`config.mk`:
```
export PLATFORM = sky130hd
export DESIGN_NAME = adc_result_window_regs
export DESIGN_NICKNAME = d
export VERILOG_FILES = /design/src/pkg/adc_regs_pkg.sv /design/src/pkg/shaper_if.sv /design/src/hdl/adc_result_window_regs.sv /design/src/hdl/result_shaper.sv
export VERILOG_INCLUDE_DIRS = /design/src /design/src/pkg
export SDC_FILE = /design/constraint.sdc
export NUM_CORES = 1
export LEC_CHECK = 0
export ABC_AREA = 1
export ABC_CLOCK_PERIOD_IN_PS = 6800
export BUFFER_PORTS_ARGS = -buffer_cell sky130_fd_sc_hd__buf_2
export CAP_MARGIN = 20
export CORE_MARGIN = 1
export CORE_UTILIZATION = 40
export CTS_BUF_LIST = sky130_fd_sc_hd__clkbuf_4 sky130_fd_sc_hd__clkbuf_8 sky130_fd_sc_hd__clkbuf_16
export DETAILED_ROUTE_END_ITERATION = 8
export GPL_TIMING_DRIVEN = 0
export HOLD_SLACK_MARGIN = 0.05
export PLACE_DENSITY = 0.62
export SLEW_MARGIN = 5
export SYNTH_ARGS = -nofsm -noshare
export SYNTH_HDL_FRONTEND = slang
export SYNTH_SLANG_ARGS = --single-unit
export TNS_END_PERCENT = 10
```
`constraint.sdc`:
```
create_clock -name mclk_i -period 6.8 [get_ports mclk_i]
set_input_delay 0.68 -clock mclk_i [delete_from_list [all_inputs] [get_ports mclk_i]]
set_output_delay 0.68 -clock mclk_i [all_outputs]
set_load 0.02 [all_outputs]
```
`src/pkg/adc_regs_consts.svh`:
```
// What this block does
// - Pending bit sets when a cross-domain register transfer starts, clears when done.
// - Read-only 16-bit conversion value register holds up to sixteen result bits.
// - Single conversion without averaging yields 12 bits, aligned by left_align.
// - Left aligned: upper eight bits in [15:8], lower four in [7:4].
// - Right aligned, no oversampling: result sits in bits [11:0].
// - Oversampling: result spans bits [15:0] as averaging sets it.
// - Lower window limit is the monitor's lower bound when enabled.
// - Upper window limit is the monitor's upper bound when enabled.
// - With correction on, subtract offset trim before storing the result.
// - Offset trim is a signed 12-bit two's complement value.
// - run_while_halted changes only while the converter is disabled; soft reset here also clears it while enabled.
// - run_while_halted 0 halts in debug; 1 keeps converting.
// - Ready flag sets on new result; write-one or result read clears it.
// - Overrun flag sets when a result lands before the previous was read.
// - Window hit sets one conversion tick after a match; read or write-one clears.
// - Sync done sets on pending falling, except when caused by software reset.
`ifndef ADC_REGS_CONSTS_SVH
`define ADC_REGS_CONSTS_SVH

`define OFS_FLAGS       8'h18
`define OFS_STATUS      8'h19
`define OFS_CONV_VALUE  8'h1A
`define OFS_WIN_LOW     8'h1C
`define OFS_WIN_HIGH    8'h20
`define OFS_GAIN        8'h24
`define OFS_OFFSET      8'h26
`define OFS_TRIM        8'h28
`define OFS_HALT        8'h2A

`define FLG_READY       0
`define FLG_OVERRUN     1
`define FLG_WINHIT      2
`define FLG_SYNCDONE    3
`define STATUS_PENDING  7
`define HALT_RUN_BIT    0

`define RST_WORD        16'h0000
`define RST_BYTE        8'h00
`define TRIM12_MASK     16'h0FFF
`define TRIM_MASK       16'h07FF
`define SINGLE_LIMIT    16'h0FFF
`define FULL_LIMIT      16'hFFFF
`define GAIN_SHIFT      11
`define SYNC_TICKS      2'h2

`endif

```
`src/pkg/adc_regs_pkg.sv`:
```
package adc_regs_pkg;
    typedef logic [15:0] word_t;
    typedef logic [7:0]  addr_t;
    typedef enum logic [0:0] {
        SYNC_IDLE = 1'b0,
        SYNC_BUSY = 1'b1
    } sync_fsm_t;
    typedef enum logic [1:0] {
        ALIGN_RIGHT = 2'b00,
        ALIGN_LEFT  = 2'b01,
        ALIGN_OVER  = 2'b10
    } align_mode_t;
endpackage

```
`src/pkg/shaper_if.sv`:
```
`timescale 1ns/1ps
interface shaper_if;
    import adc_regs_pkg::*;
    word_t       raw;
    logic        raw_valid;
    align_mode_t mode;
    logic        correction_on;
    logic [11:0] gain_val;
    logic [11:0] offset_val;
    logic        win_en;
    word_t       win_low;
    word_t       win_high;
    word_t       result;
    logic        result_valid;
    logic        win_match;
    modport ctrl  (output raw, raw_valid, mode, correction_on, gain_val, offset_val,
                   win_en, win_low, win_high, input result, result_valid, win_match);
    modport shape (input raw, raw_valid, mode, correction_on, gain_val, offset_val,
                   win_en, win_low, win_high, output result, result_valid, win_match);
endinterface

```
`src/hdl/adc_result_window_regs.sv`:
```
`timescale 1ns/1ps
`include "adc_regs_consts.svh"
module adc_result_window_regs #(
    parameter int CONV_DIV = 4
) (
    // Clock and reset
    input  wire logic                mclk_i,
    input  wire logic                arst_n_i,
    // Register port
    input  wire adc_regs_pkg::addr_t reg_addr_i,
    input  wire adc_regs_pkg::word_t reg_wdata_i,
    input  wire logic                reg_wr_i,
    input  wire logic                reg_rd_i,
    output adc_regs_pkg::word_t      reg_rdata_o,
    // Conversion core
    input  wire logic                conv_valid_i,
    input  wire adc_regs_pkg::word_t conv_raw_i,
    input  wire logic                left_align_i,
    input  wire logic                oversample_i,
    input  wire logic                correction_on_i,
    input  wire logic                window_enable_i,
    input  wire logic                converter_enable_i,
    input  wire logic                soft_reset_i,
    input  wire logic                debug_halt_i,
    // Status and trims out
    output logic                     conv_halt_o,
    output logic [2:0]               bias_trim_o,
    output logic [7:0]               linearity_trim_o,
    output logic                     result_ready_flag_o,
    output logic                     overrun_o,
    output logic                     window_hit_o,
    output logic                     sync_done_flag_o,
    output logic                     sync_pending_o
);
    import adc_regs_pkg::*;

    shaper_if sh ();

    logic        rst_meta;
    logic        rst_n;
    logic [7:0]  div_cnt;
    logic        conv_tick;
    word_t       conv_value;
    word_t       win_low_sw;
    word_t       win_high_sw;
    word_t       win_low_eff;
    word_t       win_high_eff;
    word_t       gain_trim;
    word_t       offset_trim;
    word_t       analog_trim;
    logic        run_while_halted;
    logic        halted;
    logic        take;
    logic        unread;
    logic        win_arm;
    logic        soft_q;
    sync_fsm_t   sync_state;
    sync_fsm_t   next_sync_state;
    logic [1:0]  sync_cnt;
    logic        sync_done_pulse;
    logic        win_wr;
    logic        rd_result;
    logic        wr_flags;

    // Reset release through two flops; only the second is used
    always_ff @(posedge mclk_i or negedge arst_n_i) begin
        if (!arst_n_i) begin
            rst_meta <= 1'b0;
            rst_n    <= 1'b0;
        end else begin
            rst_meta <= 1'b1;
            rst_n    <= rst_meta;
        end
    end

    // Conversion clock as an enable pulse every CONV_DIV cycles
    always_ff @(posedge mclk_i or negedge rst_n) begin
        if (!rst_n) begin
            div_cnt <= 8'h00;
        end else if (div_cnt == 8'(CONV_DIV - 1)) begin
            div_cnt <= 8'h00;
        end else begin
            div_cnt <= div_cnt + 8'h01;
        end
    end
    assign conv_tick = (div_cnt == 8'(CONV_DIV - 1));

    // Access decode
    assign win_wr    = reg_wr_i && !soft_reset_i
                       && (reg_addr_i == `OFS_WIN_LOW || reg_addr_i == `OFS_WIN_HIGH);
    assign rd_result = reg_rd_i && (reg_addr_i == `OFS_CONV_VALUE);
    assign wr_flags  = reg_wr_i && (reg_addr_i == `OFS_FLAGS);

    // Debug halt gates conversion intake unless allowed to run
    assign halted = debug_halt_i && !run_while_halted;
    assign take   = conv_valid_i && conv_tick && !halted;

    always_ff @(posedge mclk_i or negedge rst_n) begin
        if (!rst_n) begin
            conv_halt_o <= 1'b0;
        end else begin
            conv_halt_o <= halted;
        end
    end

    // Halt policy: locked against bus writes while the converter runs; soft reset clears it at any time
    always_ff @(posedge mclk_i or negedge rst_n) begin
        if (!rst_n) begin
            run_while_halted <= 1'b0;
        end else if (soft_reset_i) begin
            run_while_halted <= 1'b0;
        end else if (reg_wr_i && reg_addr_i == `OFS_HALT && !converter_enable_i) begin
            run_while_halted <= reg_wdata_i[`HALT_RUN_BIT];
        end
    end

    // Correction and analog trim registers, plain storage
    always_ff @(posedge mclk_i or negedge rst_n) begin
        if (!rst_n) begin
            gain_trim   <= `RST_WORD;
            offset_trim <= `RST_WORD;
            analog_trim <= `RST_WORD;
        end else if (soft_reset_i) begin
            gain_trim   <= `RST_WORD;
            offset_trim <= `RST_WORD;
            analog_trim <= `RST_WORD;
        end else if (reg_wr_i) begin
            if (reg_addr_i == `OFS_GAIN) begin
                gain_trim <= reg_wdata_i & `TRIM12_MASK;
            end
            if (reg_addr_i == `OFS_OFFSET) begin
                offset_trim <= reg_wdata_i & `TRIM12_MASK;
            end
            if (reg_addr_i == `OFS_TRIM) begin
                analog_trim <= reg_wdata_i & `TRIM_MASK;
            end
        end
    end
    assign bias_trim_o      = analog_trim[10:8];
    assign linearity_trim_o = analog_trim[7:0];

    // Window limits: bus copy now, working copy after the transfer
    always_ff @(posedge mclk_i or negedge rst_n) begin
        if (!rst_n) begin
            win_low_sw  <= `RST_WORD;
            win_high_sw <= `RST_WORD;
        end else if (soft_reset_i) begin
            win_low_sw  <= `RST_WORD;
            win_high_sw <= `RST_WORD;
        end else if (reg_wr_i && reg_addr_i == `OFS_WIN_LOW) begin
            win_low_sw  <= reg_wdata_i;
        end else if (reg_wr_i && reg_addr_i == `OFS_WIN_HIGH) begin
            win_high_sw <= reg_wdata_i;
        end
    end

    always_ff @(posedge mclk_i or negedge rst_n) begin
        if (!rst_n) begin
            win_low_eff  <= `RST_WORD;
            win_high_eff <= `RST_WORD;
        end else if (soft_reset_i) begin
            win_low_eff  <= `RST_WORD;
            win_high_eff <= `RST_WORD;
        end else if (sync_done_pulse) begin
            win_low_eff  <= win_low_sw;
            win_high_eff <= win_high_sw;
        end
    end

    // Transfer state: a new write restarts the count so the last value wins
    always_comb begin
        next_sync_state = sync_state;
        case (sync_state)
            SYNC_IDLE: if (win_wr) next_sync_state = SYNC_BUSY;
            SYNC_BUSY: if (!win_wr && conv_tick && sync_cnt == 2'h1) next_sync_state = SYNC_IDLE;
            default:   next_sync_state = SYNC_IDLE;
        endcase
    end
    assign sync_done_pulse = (sync_state == SYNC_BUSY) && (next_sync_state == SYNC_IDLE);

    always_ff @(posedge mclk_i or negedge rst_n) begin
        if (!rst_n) begin
            sync_state <= SYNC_IDLE;
            sync_cnt   <= 2'h0;
        end else if (soft_reset_i) begin
            sync_state <= SYNC_IDLE;
            sync_cnt   <= 2'h0;
        end else begin
            sync_state <= next_sync_state;
            if (win_wr) begin
                sync_cnt <= `SYNC_TICKS;
            end else if (sync_state == SYNC_BUSY && conv_tick) begin
                sync_cnt <= sync_cnt - 2'h1;
            end
        end
    end
    assign sync_pending_o = (sync_state == SYNC_BUSY);

    // Shaper hookup
    assign sh.raw           = conv_raw_i;
    assign sh.raw_valid     = take;
    assign sh.mode          = oversample_i ? ALIGN_OVER : (left_align_i ? ALIGN_LEFT : ALIGN_RIGHT);
    assign sh.correction_on = correction_on_i;
    assign sh.gain_val      = gain_trim[11:0];
    assign sh.offset_val    = offset_trim[11:0];
    assign sh.win_en        = window_enable_i;
    assign sh.win_low       = win_low_eff;
    assign sh.win_high      = win_high_eff;

    result_shaper u_shaper (
        .clk_i   (mclk_i),
        .rst_n_i (rst_n),
        .sh      (sh)
    );

    // Result store and unread tracking
    always_ff @(posedge mclk_i or negedge rst_n) begin
        if (!rst_n) begin
            conv_value <= `RST_WORD;
            unread     <= 1'b0;
        end else if (soft_reset_i) begin
            conv_value <= `RST_WORD;
            unread     <= 1'b0;
        end else if (sh.result_valid) begin
            conv_value <= sh.result;
            unread     <= 1'b1;
        end else if (rd_result) begin
            unread     <= 1'b0;
        end
    end

    // Window match waits for the next conversion tick
    always_ff @(posedge mclk_i or negedge rst_n) begin
        if (!rst_n) begin
            win_arm <= 1'b0;
        end else if (soft_reset_i) begin
            win_arm <= 1'b0;
        end else if (sh.result_valid && sh.win_match) begin
            win_arm <= 1'b1;
        end else if (conv_tick) begin
            win_arm <= 1'b0;
        end
    end

    // Event flags: a set in the clearing cycle wins
    always_ff @(posedge mclk_i or negedge rst_n) begin
        if (!rst_n) begin
            result_ready_flag_o <= 1'b0;
            overrun_o           <= 1'b0;
            window_hit_o        <= 1'b0;
            sync_done_flag_o    <= 1'b0;
            soft_q              <= 1'b0;
        end else begin
            soft_q <= soft_reset_i;
            if (soft_reset_i) begin
                result_ready_flag_o <= 1'b0;
                overrun_o           <= 1'b0;
                window_hit_o        <= 1'b0;
                sync_done_flag_o    <= 1'b0;
            end else begin
                result_ready_flag_o <= sh.result_valid || (result_ready_flag_o && !rd_result
                    && !(wr_flags && reg_wdata_i[`FLG_READY]));
                overrun_o <= (sh.result_valid && unread)
                    || (overrun_o && !(wr_flags && reg_wdata_i[`FLG_OVERRUN]));
                window_hit_o <= (win_arm && conv_tick) || (window_hit_o && !rd_result
                    && !(wr_flags && reg_wdata_i[`FLG_WINHIT]));
                sync_done_flag_o <= sync_done_pulse
                    || (sync_done_flag_o && !(wr_flags && reg_wdata_i[`FLG_SYNCDONE]));
            end
        end
    end

    // Read data valid only in the cycle after the strobe
    always_ff @(posedge mclk_i or negedge rst_n) begin
        if (!rst_n) begin
            reg_rdata_o <= `RST_WORD;
        end else if (!reg_rd_i) begin
            reg_rdata_o <= `RST_WORD;
        end else begin
            case (reg_addr_i)
                `OFS_FLAGS:      reg_rdata_o <= {12'h000, sync_done_flag_o, window_hit_o,
                                                 overrun_o, result_ready_flag_o};
                `OFS_STATUS:     reg_rdata_o <= {8'h00, sync_pending_o, 7'h00};
                `OFS_CONV_VALUE: reg_rdata_o <= conv_value;
                `OFS_WIN_LOW:    reg_rdata_o <= win_low_sw;
                `OFS_WIN_HIGH:   reg_rdata_o <= win_high_sw;
                `OFS_GAIN:       reg_rdata_o <= gain_trim;
                `OFS_OFFSET:     reg_rdata_o <= offset_trim;
                `OFS_TRIM:       reg_rdata_o <= analog_trim;
                `OFS_HALT:       reg_rdata_o <= {15'h0000, run_while_halted};
                default:         reg_rdata_o <= `RST_WORD;
            endcase
        end
    end
endmodule

```
`src/hdl/result_shaper.sv`:
```
`timescale 1ns/1ps
`include "adc_regs_consts.svh"
module result_shaper (
    // Clock and reset
    input  wire logic clk_i,
    input  wire logic rst_n_i,
    // Settings in, result out
    shaper_if.shape   sh
);
    import adc_regs_pkg::*;

    logic signed [17:0] diff;
    logic signed [31:0] prod;
    logic signed [31:0] scaled;
    word_t              limit;
    word_t              value;
    word_t              aligned;

    // Offset then gain, clamped to the active result width
    always_comb begin
        diff   = $signed({2'b00, sh.raw}) - $signed({{6{sh.offset_val[11]}}, sh.offset_val});
        prod   = 32'(diff) * $signed({20'h00000, sh.gain_val});
        scaled = prod >>> `GAIN_SHIFT;
        limit  = (sh.mode == ALIGN_OVER) ? `FULL_LIMIT : `SINGLE_LIMIT;
        if (!sh.correction_on) begin
            value = sh.raw & limit;
        end else if (scaled < 0) begin
            value = `RST_WORD;
        end else if (scaled > $signed({16'h0000, limit})) begin
            value = limit;
        end else begin
            value = scaled[15:0];
        end
    end

    // Placement in the 16-bit word
    always_comb begin
        case (sh.mode)
            ALIGN_LEFT:  aligned = {value[11:0], 4'h0};
            ALIGN_OVER:  aligned = value;
            ALIGN_RIGHT: aligned = {4'h0, value[11:0]};
            default:     aligned = {4'h0, value[11:0]};
        endcase
    end

    // Result register, valid pulse and window match
    always_ff @(posedge clk_i or negedge rst_n_i) begin
        if (!rst_n_i) begin
            sh.result       <= `RST_WORD;
            sh.result_valid <= 1'b0;
            sh.win_match    <= 1'b0;
        end else begin
            sh.result_valid <= sh.raw_valid;
            if (sh.raw_valid) begin
                sh.result    <= aligned;
                sh.win_match <= sh.win_en && (value >= sh.win_low)
                                && (value <= sh.win_high);
            end
        end
    end
endmodule

```
# Word level (Yosys, flattened, before mapping)
# Index checks and enable logic that the tools add are counted.
# W data, S select, Z words.
[op_classes] add_sub_neg=3 n_eq_ne=14 mul=1 reduce_logical=61 n_lt_le_gt_ge=4 bitwise_logic=3 mux=49
[op_table] cell="$mux W16" count=25
[op_table] cell="$pmux W16 S9" count=1
[op_table] cell="$eq A8 B6 Y1 const B" count=5
[op_table] cell="$eq A8 B5 Y1 const B" count=4
[op_table] cell="$pmux W16 S2" count=1
[op_table] cell="$mul A18 B13 Y31" count=1
[op_table] cell="$logic_and A1 B1 Y1" count=30
[op_table] cell="$gt A20 B17 Y1" count=1
[op_table] cell="$lt A20 B1 Y1 const B" count=1
[op_table] cell="$reduce_bool A2 Y1" count=9
[op_table] cell="$sub A17 B12 Y18" count=1
[op_table] cell="$and A16 B16 Y16" count=1
[op_table] cell="$ge A16 B16 Y1" count=1
[op_table] cell="$le A16 B16 Y1" count=1
[op_table] cell="$mux W1" count=16
[op_table] cell="$logic_not A1 Y1" count=10
[op_table] cell="$reduce_bool A3 Y1" count=3
[op_table] cell="$add A8 B1 Y8 const B" count=1
[op_table] cell="$eq A8 B2 Y1 const B" count=1
[op_table] cell="$mux W2" count=4
[op_table] cell="$mux W8" count=1
[op_table] cell="$reduce_and A2 Y1" count=4
[op_table] cell="$logic_or A1 B1 Y1" count=5
[op_table] cell="$eq A2 B1 Y1 const B" count=2
[op_table] cell="5 further kinds" count=6
[word_totals] regBits=183 elab_cells=160 inputBits=52 output_inout_bits=33

# Depth between registers and ports, before layout
[depth] depth_word=12 depth_mapped=61 ltp_nobuf=60

# Modules after synthesis
# Synthesis repeated with hierarchy kept, for this count alone.
[hier_totals] cells_unflattened=2433 hier_area_um2=18283.8
[by_module_without_submodules] mod="result_shaper" n_inst=1 seq_area_each_um2=450.4 area_each_um2=11255.8 cells_each=1578
[by_module_without_submodules] mod="adc_result_window_regs" n_inst=1 seq_area_each_um2=3803.6 area_each_um2=7028.0 cells_each=855

# Worst setup path after synthesis
# Ideal clock, no wire load.
[synth_path] kind="input to register" from="input conv_raw_i[2]" to="register u_shaper.sh.win_match" cell_stages=52 setup_time_ns=0.126 setup_slack_ns=-2.514 required_time_ns=6.674 arrival_time_ns=9.188 n_path_buf=2 path_cell_list="ha_1 > nand3_1 > and2_1 > or2_1 > nand2_1 > a21oi_1 > o21ai_2 > nand3_1 > o2111ai_1 > a21oi_1 > xor2_1 > buf_2 > nor2_1 > inv_1 > fa_1 > inv_1 > fa_1 > fa_1 > [... 16 more ...] > nor2_1 > nand2_1 > nor2_2 > nand3_2 > nand2_4 > nand2_4 > nand2_4 > buf_12 > a21oi_4 > ha_1 > inv_1 > nor2_1 > o211ai_1 > a21oi_1 > o211ai_1 > o311ai_0 > a31oi_1 > o22ai_1"
[synth_via] elab_chain_len=9
[synth_rtl] item="start, declared" line="adc_result_window_regs.sv:17" rtl="input wire adc_regs_pkg::word_t conv_raw_i,"
[synth_rtl] item="$sub A17 B12 Y18" line="result_shaper.sv:21" rtl="diff = $signed({2'b00, sh.raw}) - $signed({{6{sh.offset_val[11]}}, sh.offset_val});"
[synth_rtl] item="$mul A18 B13 Y31" line="result_shaper.sv:22" rtl="prod = 32'(diff) * $signed({20'h00000, sh.gain_val});"
[synth_rtl] item="$gt A20 B17 Y1" line="result_shaper.sv:29" rtl="end else if (scaled > $signed({16'h0000, limit})) begin"
[synth_rtl] item="$mux W16" line="result_shaper.sv:29"
[synth_rtl] item="$mux W16" line="result_shaper.sv:27" rtl="end else if (scaled < 0) begin"
[synth_rtl] item="$mux W16 (*)" line="result_shaper.sv:25" rtl="if (!sh.correction_on) begin"
[synth_rtl] item="$ge A16 B16 Y1" line="result_shaper.sv:56" rtl="sh.win_match <= sh.win_en && (value >= sh.win_low)"
[synth_rtl] item="$logic_and A1 B1 Y1" line="result_shaper.sv:56"
[synth_rtl] item="$logic_and A1 B1 Y1 (*)" line="result_shaper.sv:57" rtl="&& (value <= sh.win_high);"
[synth_rtl] item="end signal, assigned" line="result_shaper.sv:56"
[synth_rtl] item="end, declared" line="shaper_if.sv:19" rtl="win_en, win_low, win_high, output result, result_valid, win_match);"
# Every way passes the cells marked *; elsewhere a longest branch is shown, timed or not.
# A chain may end at the register's enable or synchronous reset.

# Worst setup path after layout
[layout_path] from="input conv_raw_i[0]" to="register u_shaper.sh.win_match"
# The elaborated chain is that of the path after synthesis.

==> results by group <==
Logic synthesis
  • Ys Warns: 0
  • Synth top area cells: dfrtp_1, fa_1, inv_1
  • FF+latch count, synth: 170
  • Yosys top cell area share: 0.242
  • Cells after Synth: 2228
  • Biggest area consumer among synthesized cells: dfrtp_1
  • Syn Area/Cell: ~8 µm²
  • Cell Area, Synth: 0.0175 mm²
  • Unique masters post-synth: 61
  • Register area share after synthesis: 0.242
  • Syn nets: 2598

Floorplanning
  • Starting Density: 0.407
  • FP Rows: 76
  • Die area: ~0.045 mm²
  • Core box area: 0.0432 mm²
  • Die Ht: about 210 µm
  • Ports: 85
  • Die width: 211 µm

Critical path
  • Critical path's slowest cell: fa_1
  • Largest stage delay on the critical path: 0.60 ns
  • CP Class: in -> reg
  • Critical Path Start Type: primary input
  • Worst EP arrival: 9.94 ns
  • Critical Path RT: roughly 7.1 ns
  • Critical path fanouts, max: 6
  • Crit end category: flip-flop
  • Top cell by count, worst path: inv_1

STA
  • Slew @ Worst Pin: between 1 and 1.5 ns
  • Final hold violations: 0
  • Unrepaired setup endpoints after global routing: true
  • Final worst slack: -2.83 ns
  • Max Slew Vio Count: 0
  • Tcrit/Tclk final: 1.42
  • Clock skew: 0.0129 ns
  • Max Freq: 0.104 GHz
  • Slew headroom: 0.219
  • Final setup viols: 17
  • Tmin final: 9.63 ns
  • Setup_tns: -32.85 ns

Route
  • WL/cell: around 18 µm
  • Router iterations before antenna repair: 5
  • DRC: 0
  • DRT Wirelength: 55200 µm
  • Via Count: between 15000 and 20000
  • DR iter-0 viols: 1314
  • DR vias/cell: 5.12
  • DRT antenna net count: 0

Clock tree
  • Total clock buffers created by CTS: 17
  • Worst-Skew Late Latency: 0.44 ns
  • CTS sink count: 170
  • CTS H-tree lvls: 4
  • CTS tree: done
  • Clk slew on worst S/H paths: 0.07 ns
  • CTS Root Cell: clkbuf_16
  • Max Buffers Root-to-Sink: 2

Global routing
  • GRT Overall Usage: 0.258
  • Largest net degree at the start of global routing: 47
  • GR Overflow Total: 0
  • First-pass GRT wire length: 87900 µm
  • Vias in the first global route: 15900
  • Initial antenna violation count: 1

Layout
  • Layout cells sized above 1: 0.167
  • Most frequent cells in the layout: inv_1, nand2_1, fa_1
  • Area growth syn-to-layout: 19.0%
  • Commonest non-fill, non-tap cell in the layout: inv_1
  • Nets: ~2800

Min path
  • Worst hold path class: reg -> async

Place
  • HPWL Detailed: 44700 µm
  • Port Buffer Count: 82
  • GP Congestion: 0.951

Flow run
  • Max-Cap Viols: 0

Outcome
  • Status: complete, but fails checks
  • Failing checks: negative setup slack
-- state kept, by name, indices dropped and copies added, names as in the netlist, 16 cells and up --
register	cells
sh.win_low	16
sh.win_high	16
reg_rdata_o	16
win_low_sw	16
conv_value	16
u_shaper.sh.result	16
win_high_sw	16
-- per-layer routing --
metal / up-vias / wire length, µm / part of all wire / track usage
met1: 7488 / 25300 / 0.46 / 0.370
met2: 588 / 24200 / 0.44 / 0.397
li1: 7248 / - / - / -
met5: - / 13 / 0.00024 / 0
met4: 2 / 1790 / 0.032 / 0.0907
met3: 99 / 3870 / 0.070 / 0.0356
-- stage by stage --
stage	instances	setup slack (ns)	util	instance area [µm²]	hold WS, ns
4_1_cts	3006	-2.67	0.483	20800	0.337
3_5_place_dp	2898	-4.19	0.440	19000	0.333
3_3_place_gp	2895	-4.10	0.438	18900	0.339
6_report	3010	-2.83	0.484	20900	0.312
2_1_floorplan	2228	-2.08	-	17800	0.331
5_1_grt	3009	-3.34	0.484	20900	0.362
-- repair_timing --
| action | CTS | global route |
|---|---|---|
| resized for setup | 145 | 7 |
| gates cloned | 1 | 0 |
| pin swaps | 91 | 3 |
| hold endpoints to repair | 2 | 0 |
| hold buffers | 1 | 0 |
| endpoints found under the setup margin | 17 | 17 |
| buffers inserted | 74 | 2 |
-- kinds of logic after synthesis --
| family | count (synthesis) | share of synthesized area |
|---|---|---|
| AO/OA/AOI/OAI | 328 | 0.111 |
| XOR/XNOR | 36 | 0.0188 |
| adder cells (fa/ha/maj) | 318 | 0.308 |
| buffers and inverters | 553 | 0.121 |
| flip-flops | 170 | 0.242 |
| other | 1 | 0.000214 |
| AND/OR/NAND/NOR | 822 | 0.199 |
-- worst paths after layout --
path                                       startpoint                                end  slack (ns)  depth (start not counted)
setup / recovery                        conv_raw_i[0]  u_shaper.sh.win_match$_DFFE_PN0P_       -2.83                         54
hold / removal                        rst_n$_DFF_PN0_         offset_trim[0]$_DFFE_PN0P_        0.31                          0
setup reg to reg           offset_trim[2]$_DFFE_PN0P_  u_shaper.sh.win_match$_DFFE_PN0P_       -2.80                         55
hold reg to reg                       rst_n$_DFF_PN0_         offset_trim[0]$_DFFE_PN0P_        0.31                          0
max in group asynchronous             rst_n$_DFF_PN0_         sh.win_low[10]$_DFFE_PN0P_        5.31                          3
min in group mclk_i                rst_meta$_DFF_PN0_                    rst_n$_DFF_PN0_        0.36                          0
-- synthesized netlist by cell type, drive strengths merged --
library cell and instances:
o21bai 5, nor4 5, nand3b 5, o21ai 145, a2111oi 1, a21boi 2
a21oi 98, nor2 194, o221a 1, nand3 69, ha 129, a21o 3
o22ai 16, nand2 486, nand4 13, a221oi 11, nor3 18, or2 28
o2111ai 3, o31ai 4, xor2 27, fa 189, inv 480, a41oi 3
buf 8, and2 3, dfrtp 170, a22o 1, o311ai 1, o21a 4
conb 1, clkinv 7, a211oi 3, xnor2 9, a31oi 13, nor3b 1
clkbuf 58, o211ai 13, o221ai 1
-- critical path, delay by kind of cell --
kind,cells,cell delay [ns]
xor+xnor,1,0.26
simple gates,20,2.08
buf+inv,11,0.94
compound gates,12,1.88
fa+ha+maj,10,4.05
-- area by class of cell --
| type | count | area [µm²] |
|---|---|---|
| antenna | 1 | 2.50 |
| buffer | 66 | 325 |
| clock buffer | 18 | 439 |
| clock inverter | 14 | 135 |
| fill | 4180 | 22300 |
| inverter | 487 | 1840 |
| multi-input combinational | 1505 | 12000 |
| sequential | 170 | 4260 |
| tap | 585 | 732 |
| timing repair buffer | 164 | 1160 |
Power is left out: the tool's default activity adds up to more than one toggle a clock period on the data nets, which glitch-free logic cannot reach.
